### config.mk
export PLATFORM = sky130hd
export DESIGN_NAME = sac_conv_ctrl
export DESIGN_NICKNAME = d
export VERILOG_FILES = /design/src/core/sac_pkg.sv /design/src/core/sac_tick_gen.sv /design/src/core/sac_conv_ctrl.sv
export SDC_FILE = /design/constraint.sdc
export NUM_CORES = 1
export LEC_CHECK = 0
export BUFFER_PORTS_ARGS = -buffer_cell sky130_fd_sc_hd__clkbuf_2
export CAP_MARGIN = 20
export CORE_ASPECT_RATIO = 1.2
export CORE_UTILIZATION = 41
export DETAILED_ROUTE_END_ITERATION = 10
export PLACE_DENSITY = 0.76
export SETUP_SLACK_MARGIN = 0.02
export SYNTH_ARGS = -nofsm -noshare
export SYNTH_HDL_FRONTEND = slang
export SYNTH_SLANG_ARGS = --single-unit
### constraint.sdc
create_clock -name ref_clk -period 2.8 [get_ports ref_clk]
set_clock_uncertainty 0.15 [all_clocks]
set_input_delay 0.28 -clock ref_clk [delete_from_list [all_inputs] [get_ports ref_clk]]
set_output_delay 0.28 -clock ref_clk [all_outputs]
set_load 0.02 [all_outputs]
### src/core/sac_pkg.sv
package sac_pkg;
  // register byte addresses on the apb bus
  localparam logic [7:0] SAC_CSR_ADDR = 8'h3c;
  localparam logic [7:0] SAC_DATA_ADDR = 8'h40;
  localparam logic [7:0] SAC_CLK_ADDR = 8'h44;
  localparam logic [7:0] SAC_PORT_DATA_ADDR = 8'h48;
  localparam logic [7:0] SAC_PORT_DIR_ADDR = 8'h4c;
  localparam logic [7:0] SAC_PORT_PIN_ADDR = 8'h50;

  // control/status field positions
  localparam int SAC_DONE_BIT = 7;
  localparam int SAC_IRQEN_BIT = 6;
  localparam int SAC_REPEAT_BIT = 5;
  localparam int SAC_CH_MSB = 4;
  localparam int SAC_CH_W = 5;
  localparam logic [4:0] SAC_CH_OFF = 5'h1f;

  // clock register prescale field
  localparam int SAC_PRESC_MSB = 7;
  localparam int SAC_PRESC_LSB = 5;
  localparam int SAC_PRESC_W = 3;
  localparam logic [2:0] SAC_PRESC_RST = 3'h0;

  // shared port pins and result width
  localparam int SAC_PINS = 4;
  localparam int SAC_RES_W = 8;
  localparam logic [7:0] SAC_SAR_INIT = 8'h80;

  // conversion timing in converter clocks
  localparam logic [3:0] SAC_CONV_LAST = 4'hf;
  localparam logic [3:0] SAC_CONV_FIRST = 4'h1;
  localparam logic [3:0] SAC_DECIDE_FROM = 4'h8;

  typedef enum logic [1:0] {
    SAC_IDLE,
    SAC_ARMED,
    SAC_CONVERT
  } sac_state_t;
endpackage : sac_pkg

### src/core/sac_tick_gen.sv
// converter clock: one-cycle tick per divided period of ref_clk
module sac_tick_gen
  import sac_pkg::*;
(
  // clock and reset
  input wire logic ref_clk,
  input wire logic rst,
  // control
  input wire logic run,
  input wire logic [SAC_PRESC_W-1:0] prescale,
  // converter clock rising edge
  output logic tick
);

  logic [3:0] div_cnt;
  logic [3:0] limit;

  // divide by 1, 2, 4, 8, or 16 when the top bit is set
  function automatic logic [3:0] div_limit(input logic [SAC_PRESC_W-1:0] code);
    logic [3:0] lim;
    lim = 4'hf;
    unique case (code)
      3'h0: lim = 4'h0;
      3'h1: lim = 4'h1;
      3'h2: lim = 4'h3;
      3'h3: lim = 4'h7;
      default: lim = 4'hf;
    endcase
    return lim;
  endfunction : div_limit

  assign limit = div_limit(prescale);

  // >= keeps a shortened ratio from wrapping through sixteen counts
  always_ff @(posedge ref_clk) begin
    if (rst || !run) begin
      div_cnt <= 4'h0;
      tick <= 1'b0;
    end else if (div_cnt >= limit) begin
      div_cnt <= 4'h0;
      tick <= 1'b1;
    end else begin
      div_cnt <= div_cnt + 4'h1;
      tick <= 1'b0;
    end
  end

  a_tick_gap_div: assert property (@(posedge ref_clk) disable iff (rst)
    (tick && limit != 4'h0 && $stable(prescale)) |=> !tick)
    else $error("converter tick repeated with divide ratio above one");

  a_tick_stopped: assert property (@(posedge ref_clk) disable iff (rst)
    !run |=> !tick)
    else $error("converter tick while halted");
endmodule : sac_tick_gen

### src/core/sac_conv_ctrl.sv
// Overview of operation
// - each conversion lasts sixteen converter clocks
// - start on first converter edge after write
// - load 8-bit result, then flag or interrupt
// - channel field picks one of four pins
// - selected pin forced to input
// - port writes ignore the selected pin
// - selected pin reads zero or data latch
// - repeat mode overwrites result every conversion
// - clearing repeat restarts one last conversion
// - polled flag set, cleared by data read
// - interrupt mode requests irq, flag stays zero
// - stop mode aborts, resumes after exit
// - five-bit channel field, all ones off
// - data read or control write clears irq
// - prescale divides by 1,2,4,8 or 16
module sac_conv_ctrl
  import sac_pkg::*;
(
  // clock and reset
  input wire logic ref_clk,
  input wire logic rst,
  // apb slave
  input wire logic psel,
  input wire logic penable,
  input wire logic pwrite,
  input wire logic [7:0] paddr,
  input wire logic [31:0] pwdata,
  output logic [31:0] prdata,
  output logic pready,
  output logic pslverr,
  // power mode from the system controller
  input wire logic stop_mode,
  // analog front end
  input wire logic cmp_in,
  output logic [SAC_RES_W-1:0] dac_code,
  output logic [SAC_CH_W-1:0] chan_sel,
  // shared port pins 0, 1, 4, 5 in that order
  input wire logic [SAC_PINS-1:0] pin_in,
  output logic [SAC_PINS-1:0] pin_out,
  output logic [SAC_PINS-1:0] pin_oe_n,
  // conversion interrupt, level
  output logic conv_irq
);

  sac_state_t state;
  logic [3:0] conv_cnt;
  logic [SAC_RES_W-1:0] sar;
  logic [SAC_RES_W-1:0] next_sar;
  logic [SAC_RES_W-1:0] data_q;
  logic done_flag;
  logic conv_end;
  logic irq_en;
  logic repeat_on;
  logic [SAC_PRESC_W-1:0] prescale;
  logic [SAC_PINS-1:0] port_latch;
  logic [SAC_PINS-1:0] port_dir;
  logic [SAC_PINS-1:0] pin_meta;
  logic [SAC_PINS-1:0] pin_sync;
  logic cmp_meta;
  logic cmp_sync;
  logic tick;
  logic acc_done;
  logic wr_done;
  logic rd_done;
  logic csr_wr;
  logic data_rd;
  logic finish;
  logic [SAC_PINS-1:0] sel_pins;
  logic [SAC_PINS-1:0] port_view;
  logic [2:0] bit_pos;

  // one-hot pin owned by the converter; other codes own no pin
  function automatic logic [SAC_PINS-1:0] port_sel(input logic [SAC_CH_W-1:0] ch);
    logic [SAC_PINS-1:0] oh;
    oh = '0;
    if (ch < 5'(SAC_PINS)) begin
      oh[ch[1:0]] = 1'b1;
    end
    return oh;
  endfunction : port_sel

  // keep or drop the trial bit, then try the next lower one
  function automatic logic [SAC_RES_W-1:0] sar_step(input logic [SAC_RES_W-1:0] cur,
                                                   input logic [2:0] pos, input logic above);
    logic [SAC_RES_W-1:0] nxt;
    nxt = cur;
    if (!above) begin
      nxt[pos] = 1'b0;
    end
    if (pos != 3'h0) begin
      nxt[pos - 3'h1] = 1'b1;
    end
    return nxt;
  endfunction : sar_step

  // the comparator and the pins are asynchronous to ref_clk
  always_ff @(posedge ref_clk) begin
    if (rst) begin
      cmp_meta <= 1'b0;
      cmp_sync <= 1'b0;
      pin_meta <= '0;
      pin_sync <= '0;
    end else begin
      cmp_meta <= cmp_in;
      cmp_sync <= cmp_meta;
      pin_meta <= pin_in;
      pin_sync <= pin_meta;
    end
  end

  // the divider runs whenever a channel is selected and stop mode is off
  sac_tick_gen u_tick (
    .ref_clk(ref_clk),
    .rst(rst),
    .run(!stop_mode && chan_sel != SAC_CH_OFF),
    .prescale(prescale),
    .tick(tick)
  );

  // apb strobes: a transfer completes on the edge that sees pready
  assign acc_done = psel && penable && pready;
  assign wr_done = acc_done && pwrite;
  assign rd_done = acc_done && !pwrite;
  assign csr_wr = wr_done && paddr == SAC_CSR_ADDR;
  assign data_rd = rd_done && paddr == SAC_DATA_ADDR;

  // conversion step: decisions occupy the last eight converter clocks
  assign bit_pos = 3'(SAC_CONV_LAST - conv_cnt);
  // decide only on a converter edge, so the dac holds the trial code steady in between
  assign next_sar = (tick && conv_cnt >= SAC_DECIDE_FROM) ? sar_step(sar, bit_pos, cmp_sync) : sar;
  assign finish = state == SAC_CONVERT && tick && conv_cnt == SAC_CONV_LAST &&
                  !csr_wr && !stop_mode;
  assign sel_pins = port_sel(chan_sel);

  // conversion sequencer
  always_ff @(posedge ref_clk) begin
    if (rst) begin
      state <= SAC_IDLE;
      conv_cnt <= 4'h0;
      sar <= '0;
    end else if (csr_wr) begin
      // a write restarts; the interrupted result is never loaded
      conv_cnt <= 4'h0;
      if (pwdata[SAC_CH_MSB:0] == SAC_CH_OFF) begin
        state <= SAC_IDLE;
      end else begin
        state <= SAC_ARMED;
      end
    end else if (stop_mode) begin
      // abort but stay armed so conversions resume after exit
      conv_cnt <= 4'h0;
      if (state == SAC_CONVERT) begin
        state <= SAC_ARMED;
      end
    end else if (tick) begin
      unique case (state)
        SAC_IDLE: begin
          conv_cnt <= 4'h0;
        end
        SAC_ARMED: begin
          // this edge is the first of the sixteen
          state <= SAC_CONVERT;
          conv_cnt <= SAC_CONV_FIRST;
          sar <= SAC_SAR_INIT;
        end
        SAC_CONVERT: begin
          if (conv_cnt == SAC_CONV_LAST) begin
            conv_cnt <= 4'h0;
            sar <= SAC_SAR_INIT;
            if (!repeat_on) begin
              state <= SAC_IDLE;
            end
          end else begin
            conv_cnt <= conv_cnt + 4'h1;
            sar <= next_sar;
          end
        end
        default: begin
          state <= SAC_IDLE;
        end
      endcase
    end
  end

  // result and completion events; a new event wins over its clear
  always_ff @(posedge ref_clk) begin
    if (rst) begin
      data_q <= '0;
      done_flag <= 1'b0;
      conv_irq <= 1'b0;
      conv_end <= 1'b0;
    end else begin
      conv_end <= finish;
      if (finish) begin
        data_q <= next_sar;
      end
      if (finish && !irq_en) begin
        done_flag <= 1'b1;
      end else if (data_rd || (csr_wr && pwdata[SAC_IRQEN_BIT])) begin
        done_flag <= 1'b0;
      end
      if (finish && irq_en) begin
        conv_irq <= 1'b1;
      end else if (data_rd || csr_wr) begin
        conv_irq <= 1'b0;
      end
    end
  end

  // software controls; the done bit position ignores writes
  always_ff @(posedge ref_clk) begin
    if (rst) begin
      irq_en <= 1'b0;
      repeat_on <= 1'b0;
      chan_sel <= SAC_CH_OFF;
      prescale <= SAC_PRESC_RST;
    end else if (wr_done) begin
      if (paddr == SAC_CSR_ADDR) begin
        irq_en <= pwdata[SAC_IRQEN_BIT];
        repeat_on <= pwdata[SAC_REPEAT_BIT];
        chan_sel <= pwdata[SAC_CH_MSB:0];
      end
      if (paddr == SAC_CLK_ADDR) begin
        prescale <= pwdata[SAC_PRESC_MSB:SAC_PRESC_LSB];
      end
    end
  end

  // port logic for the shared pins; the converter's pin keeps its bits
  always_ff @(posedge ref_clk) begin
    if (rst) begin
      port_latch <= '0;
      port_dir <= '0;
    end else if (wr_done) begin
      if (paddr == SAC_PORT_DATA_ADDR) begin
        port_latch <= (pwdata[SAC_PINS-1:0] & ~sel_pins) | (port_latch & sel_pins);
      end
      if (paddr == SAC_PORT_DIR_ADDR) begin
        port_dir <= (pwdata[SAC_PINS-1:0] & ~sel_pins) | (port_dir & sel_pins);
      end
    end
  end

  // pin drivers: the converter's pin is released whatever the direction says
  always_ff @(posedge ref_clk) begin
    if (rst) begin
      pin_out <= '0;
      pin_oe_n <= '1;
      dac_code <= '0;
    end else begin
      pin_out <= port_latch;
      pin_oe_n <= ~(port_dir & ~sel_pins);
      dac_code <= next_sar; // comparator reply needs three cycles: exact results from divide by four up
    end
  end

  // port read view: converter pin gives 0 or the latch, never the pad
  always_comb begin
    for (int i = 0; i < SAC_PINS; i++) begin
      if (port_dir[i]) begin
        port_view[i] = port_latch[i];
      end else if (sel_pins[i]) begin
        port_view[i] = 1'b0;
      end else begin
        port_view[i] = pin_sync[i];
      end
    end
  end

  // apb answer: one wait state, data and error ready with pready
  always_ff @(posedge ref_clk) begin
    if (rst) begin
      pready <= 1'b0;
      pslverr <= 1'b0;
      prdata <= '0;
    end else if (psel && penable && !pready) begin
      pready <= 1'b1;
      pslverr <= 1'b0;
      prdata <= '0;
      unique case (paddr)
        SAC_CSR_ADDR: prdata[SAC_DONE_BIT:0] <= {done_flag && !irq_en, irq_en, repeat_on, chan_sel};
        SAC_DATA_ADDR: prdata[SAC_RES_W-1:0] <= data_q;
        SAC_CLK_ADDR: prdata[SAC_PRESC_MSB:SAC_PRESC_LSB] <= prescale;
        SAC_PORT_DATA_ADDR: prdata[SAC_PINS-1:0] <= port_view;
        SAC_PORT_DIR_ADDR: prdata[SAC_PINS-1:0] <= port_dir;
        SAC_PORT_PIN_ADDR: prdata[SAC_PINS-1:0] <= pin_sync;
        default: pslverr <= 1'b1;
      endcase
    end else begin
      pready <= 1'b0;
      pslverr <= 1'b0;
    end
  end

  a_start_on_tick: assert property (@(posedge ref_clk) disable iff (rst)
    (state == SAC_ARMED && tick && !csr_wr && !stop_mode)
    |=> (state == SAC_CONVERT && conv_cnt == SAC_CONV_FIRST))
    else $error("conversion did not start on converter edge");

  a_write_rearms: assert property (@(posedge ref_clk) disable iff (rst)
    (csr_wr && pwdata[SAC_CH_MSB:0] != SAC_CH_OFF) |=> state == SAC_ARMED)
    else $error("control write did not rearm the converter");

  a_result_load: assert property (@(posedge ref_clk) disable iff (rst)
    finish |=> (conv_end && data_q == $past(next_sar)))
    else $error("result not loaded at end of conversion");

  a_conv_length: assert property (@(posedge ref_clk) disable iff (rst)
    conv_end |-> ($past(conv_cnt) == SAC_CONV_LAST && $past(state) == SAC_CONVERT))
    else $error("conversion ended before sixteen converter clocks");

  a_done_polled: assert property (@(posedge ref_clk) disable iff (rst)
    (finish && !irq_en) |=> (done_flag && !conv_irq))
    else $error("polled completion flag not set");

  a_irq_mode: assert property (@(posedge ref_clk) disable iff (rst)
    (finish && irq_en && !done_flag) |=> (conv_irq && !done_flag))
    else $error("interrupt mode did not raise request alone");

  a_read_clears: assert property (@(posedge ref_clk) disable iff (rst)
    (data_rd && !finish) |=> (!conv_irq && !done_flag))
    else $error("data read did not clear completion");

  a_repeat_chain: assert property (@(posedge ref_clk) disable iff (rst)
    (finish && repeat_on) |=> (state == SAC_CONVERT && conv_cnt == 4'h0))
    else $error("repeat mode did not chain the next conversion");

  a_single_stops: assert property (@(posedge ref_clk) disable iff (rst)
    (finish && !repeat_on) |=> state == SAC_IDLE)
    else $error("single conversion did not stop");

  a_stop_abort: assert property (@(posedge ref_clk) disable iff (rst)
    (stop_mode && !csr_wr) |=> (state != SAC_CONVERT && !conv_end))
    else $error("conversion kept running in stop mode");

  a_off_idle: assert property (@(posedge ref_clk) disable iff (rst)
    (chan_sel == SAC_CH_OFF) |-> (state == SAC_IDLE && !finish))
    else $error("converter active with power-off code");

  a_pin_released: assert property (@(posedge ref_clk) disable iff (rst)
    1'b1 |=> ((port_sel($past(chan_sel)) & ~pin_oe_n) == '0))
    else $error("selected pin is being driven");
endmodule : sac_conv_ctrl

## Yosys cells after proc, flatten, opt, wreduce, memory -nomap -nowiden

Cells that the tools add are included.

| operators by class | value |
|---|---|
| $lt $le $gt $ge | 9 |
| add/subtract/negate cells | 4 |
| equal/unequal tests | 18 |
| shifts and indexed selects | 0 |
| div/mod/pow operators | 0 |
| muxes and demuxes | 41 |
| reductions and logical operators | 48 |
| bitwise gates (word level) | 14 |
| multiply operators | 0 |

Operator list:

| operator | count |
|---|---|
| == test 8 x 7 -> 1 bit, second input constant | 5 |
| 2-to-1 mux 8 bit | 4 |
| logical AND 1 bit | 20 |
| case mux 4 bit (5 select lines) | 1 |
| 2-to-1 mux 1 bit | 19 |
| bitwise AND 4 bit | 4 |
| case mux 4 bit (4 select lines) | 1 |
| case mux 8 bit (2 select lines) | 1 |
| 2-to-1 mux 2 bit | 6 |
| case mux 4 bit (3 select lines) | 1 |
| AND reduction 2 bit | 5 |
| case mux 3 bit (3 select lines) | 1 |
| nonzero test 3 bit | 3 |
| adder 4 x 1 -> 4 bit, second input constant | 2 |
| bitwise AND 8 bit | 1 |
| == test 8 x 6 -> 1 bit, second input constant | 1 |
| less-than comparator 3 x 4 -> 1 bit, second input constant | 2 |
| 2-to-1 mux 4 bit | 2 |
| NOT 4 bit | 2 |
| NOT 8 bit | 1 |
| bitwise OR 4 bit | 2 |
| bitwise OR 8 bit | 1 |
| demux 1 bit (select 3 bit) | 2 |
| == test 3 x 2 -> 1 bit, second input constant | 2 |
| 32 further kinds | 45 |

| word-level totals | value |
|---|---|
| latch bits | 0 |
| memory bits (read-only) | 0 |
| memories kept | 0 |
| bits in registers | 83 |
| output and inout port bits | 56 |
| input port bits | 51 |
| word-level logic and storage cells | 158 |
| bits in writable memories | 0 |

## Depth between registers and ports, before layout

| depth | value |
|---|---|
| word-level depth | 13 |
| gate-level depth with buffers | 7 |
| depth with buffers taken out | 6 |

## By module

Synthesis repeated with hierarchy kept, for this count alone.

| second synthesis, totals | value |
|---|---|
| cell total of the unflattened synthesis | 444 |
| area total of the unflattened synthesis | 3,973.8 um^2 |

Modules (own cells, without submodules):

| module | seq. area each (um^2) | area each (um^2) | cells each | instances |
|---|---|---|---|---|
| sac_conv_ctrl | 1,561.5 | 3,696.0 | 415 | 1 |
| sac_tick_gen | 100.1 | 277.8 | 29 | 1 |

## Worst setup path before layout

Ideal clock, no wire load.

| timing path | value |
|---|---|
| kind | register to register |
| start | register prescale[2] |
| end | register u_tick.div_cnt[0] |
| library setup time | 115 ps |
| stages on the path, launching flop included | 7 |
| period minus slack after synthesis | 2,046 ps |
| required time | 2,535 ps |
| arrival | 1,782 ps |
| path buffers | 0 |
| path slack | 754 ps |
| cell sequence | dfxtp_1 or3_1 ha_1 nand2b_1 a21o_1 a21o_1 a2111oi_0 |

| on the way | value |
|---|---|
| word-level cells in the longest chain between the ends | 4 |
| elaborated cells on any way between the ends | 7 |
| those cells by class | order compare (1); eq/ne (3); mux (1); reduce/logical (2) |

Ends and longest elaborated chain:

| element | RTL line | text |
|---|---|---|
| from (decl) | sac_conv_ctrl.sv:55 | `logic [SAC_PRESC_W-1:0] prescale;` |
| from (signal assigned) | sac_conv_ctrl.sv:225 | `prescale <= pwdata[SAC_PRESC_MSB:SAC_PRESC_LSB];` |
| == test 3 x 2 -> 1 bit (tied with other cells) | sac_tick_gen.sv:22 | `unique case (code)` |
| case mux 4 bit (4 select lines) (*) | sac_tick_gen.sv:22 |  |
| >= comparator 4 bit (*) | sac_tick_gen.sv:39 | `end else if (div_cnt >= limit) begin` |
| OR reduction 2 bit (no line) (*) | - |  |
| to (signal assigned) | sac_tick_gen.sv:43 | `div_cnt <= div_cnt + 4'h1;` |
| to (decl) | sac_tick_gen.sv:15 | `logic [3:0] div_cnt;` |

Every way passes the cells marked *; elsewhere a longest branch is shown, timed or not.
A chain may end at the register's enable or synchronous reset.

## Worst setup path after layout

| timing path | value |
|---|---|
| start | register prescale[2] |
| end | register u_tick.div_cnt[1] |

Same word-level chain as after synthesis.

==> impl_metrics.ini <==
[grt]
antenna_found_initial = 0
grt_overflow = 0
grt_pass1_wl_um = 16160
grt_pass1_vias = 3224
groute.usage.overall = 0.2064
grt_max_degree = 48

[worst_setup_path]
crit_arrival_ps = 2460
end_kind = register
crit_fanout = 6
cp.required_ps = 2970
worst-r2r-cell-count = 6
rr_endpoint = u_tick.div_cnt[1]
start_kind = register
worstSetupStartpoint = prescale[2]
r2r_start = prescale[2]
r2r_slack_ps = 510
critical_path_class = reg -> reg
endpoint = u_tick.div_cnt[1]

[floorplanning]
pin_count = 107
dieArea_sq_um = 10080
die_height_um = 109.8
row_count = 38
core_area_sq_um = 9224
start_util = 0.4303
die_w_um = 91.82

[finish]
n_fill_cell = 887
syn_to_final_growth_pct = 13.59
layout.nets = 566
diodes = 0
drive_above_1_share = 0.1709

[yosys]
synth_edf_count = 0
synth_mux_area_frac = 0.03121
synth_xor_area_frac = 0.004414
synthAdderAreaFrac = 0.03468
netlist_top_cells_area = dfxtp_1 (42%), buf_4 (4.7%), nor2_1 (4.4%)
synth-async-reset-ratio = 0
syn_area_sq_um = 3969
yosysTopAreaCell = dfxtp_1
avgSynthCellArea_sq_um = 8.919
synth_warnings = 0
synth.most_common_cell = dfxtp_1
synth_commonest_cells = dfxtp_1 (83), nor2_1 (46), a21oi_1 (27)
synth_top_family_by_area = simple AND/OR/NAND/NOR gates
netlist_instances = 445
yosysTopAreaCellShare = 0.4187
synth-simple-area-share = 0.2172
synth_seq_cells = 83
synth_compound_area_frac = 0.2153
netlist-cell-type-count = 59
ys_seq_area_frac = 0.4187
synthFlopType = dfxtp_1

[cts]
cts_made_buffers = 9
root_buffer = clkbuf_8
cts_resized = 0
htreeDepth = 3
clk_latency_ps = 370
cts_sinks = 83
clock_path_buffers = 2
path_clk_slew_ps = 80
cts_tree = yes

[routing]
first_pass_iters = 5
drc = 0
vias_per_cell = 5.447
avgRoutedWirePerCell_um = 15.48
first_iter_violations = 186
drt-total-wl_um = 9734
vias = 3426
drtAntennaViolNets = 0

[timing]
tightest_slew_ps = 738.9
hold_viol_final = 0
final.setup.tns_ps = 0
finalCriticalPeriod_ps = 2290
finalSetupViolCount = 0
slew_viol_final = 0
fin_crit_sh = 0.8178
slew-limit-headroom = 0.5007
fmax_mhz = 436.7
rsz0062_at_grt = false

[place]
place_hpwl_um = 6978
gp_congestion = 0.8905
io_buffers = 58

[run]
maxCapViolCount = 0

[pwr]
irDropWorstVdd_v = 0.0002256
leakage_uw = 0.001728
p_clk_frac = 0.398
power_frac_comb = 0.060
switching_power_uw = 544.0
p_seq_frac = 0.542
finalPower_uw = 2208
p_per_area_nw_per_um2 = 489.9
p_int_uw = 1664
swShare = 0.2463

[min_path]
min_path_type = in -> reg

[status]
status = completed
==> kinds of logic after synthesis <==
logic type      after synthesis
buf+inv                      56
fa+ha+maj                    11
flops                        83
xor+xnor                      2
other cells                   1
mux                          12
compound gates              124
simple gates                156
==> how the worst min path moves through the flow <==
stage          depth (start not counted)          end  slack [ps]   startpoint
5_1_grt                                2     cmp_meta           5       cmp_in
3_5_place_dp                           1     cmp_sync         270     cmp_meta
6_report                               2     cmp_meta         0.9       cmp_in
4_1_cts                                2     cmp_meta         0.3       cmp_in
2_1_floorplan                          1       pready         240          rst
3_3_place_gp                           1  pin_sync[1]         280  pin_meta[1]
==> per-layer routing <==
metal	track usage	up-vias	share of wire
li1	-	1686	-
met1	0.2445	1580	0.42
met2	0.3502	137	0.49
met3	0.04149	23	0.062
met4	0.1183	0	0.033
met5	0	-	0
==> per-stage QoR <==
step	hold slack [ps]	cells	worst slack, ps	utilization	cell area (sq um)
2_1_floorplan	237.2	468	753.6	-	4055
6_report	0.9059	629	510.3	0.4887	4508
5_1_grt	5.427	629	233.6	0.4887	4508
3_3_place_gp	276.3	609	642.1	0.4634	4274
3_5_place_dp	274.0	609	547.4	0.4634	4274
4_1_cts	0.3303	629	476.7	0.4887	4508
==> worst max-delay path: stages (launching register included) <==
cell and delay, ps:
dfxtp_1 360, or3_1 400, ha_1 320, nand2b_1 160, a21o_1 200, a211oi_1 430, o211a_1 210
==> registers in the layout, summed over array words and instances, names as in the netlist, named ones only <==
name,flops
state,2
chan_sel,5
pin_out,4
repeat_on,1
conv_irq,1
u_tick.tick,1
pready,1
u_tick.div_cnt,4
done_flag,1
prescale,3
cmp_sync,1
pin_sync,4
sar,8
pslverr,1
dac_code,8
pin_meta,4
pin_oe_n,4
data_q,8
irq_en,1
conv_cnt,4
prdata,8
cmp_meta,1
==> power groups by stage <==
stage / Combinational (uW) / Clock [uW] / Sequential (uW)
2_1_floorplan: 103 / 0 / 1230
3_3_place_gp: 124 / 0 / 1230
3_5_place_dp: 127 / 0 / 1230
4_1_cts: 132 / 886 / 1200
5_1_grt: 146 / 945 / 1200
6_report: 133 / 878 / 1200
==> layout make-up <==
cell class / instances / area, sq um / area share
Clock buffer: 11 / 141.4 / 0.03136
Clock inverter: 5 / 52.55 / 0.01166
Tap cell: 120 / 150.1 / 0.03331
Inverter: 15 / 56.30 / 0.01249
Sequential cell: 83 / 1662 / 0.3686
Multi-Input combinational cell: 329 / 2086 / 0.4627
Timing Repair Buffer: 66 / 360.3 / 0.07993
==> layout by cell type (no fill, tap or decap), types with 15 or more instances in the layout <==
cell type,instances
nand2_1,18
conb_1,24
nand2b_1,17
nor2b_1,24
inv_1,15
dfxtp_1,83
a21oi_1,27
clkbuf_2,58
o21ai_0,19
nor2_1,46
==> repair_timing <==
item,CTS,global route
setup buffers,0,0
hold buffers,4,0
hold endpoints to repair,4,0
Note: power is estimated with default switching activity, not from simulation.
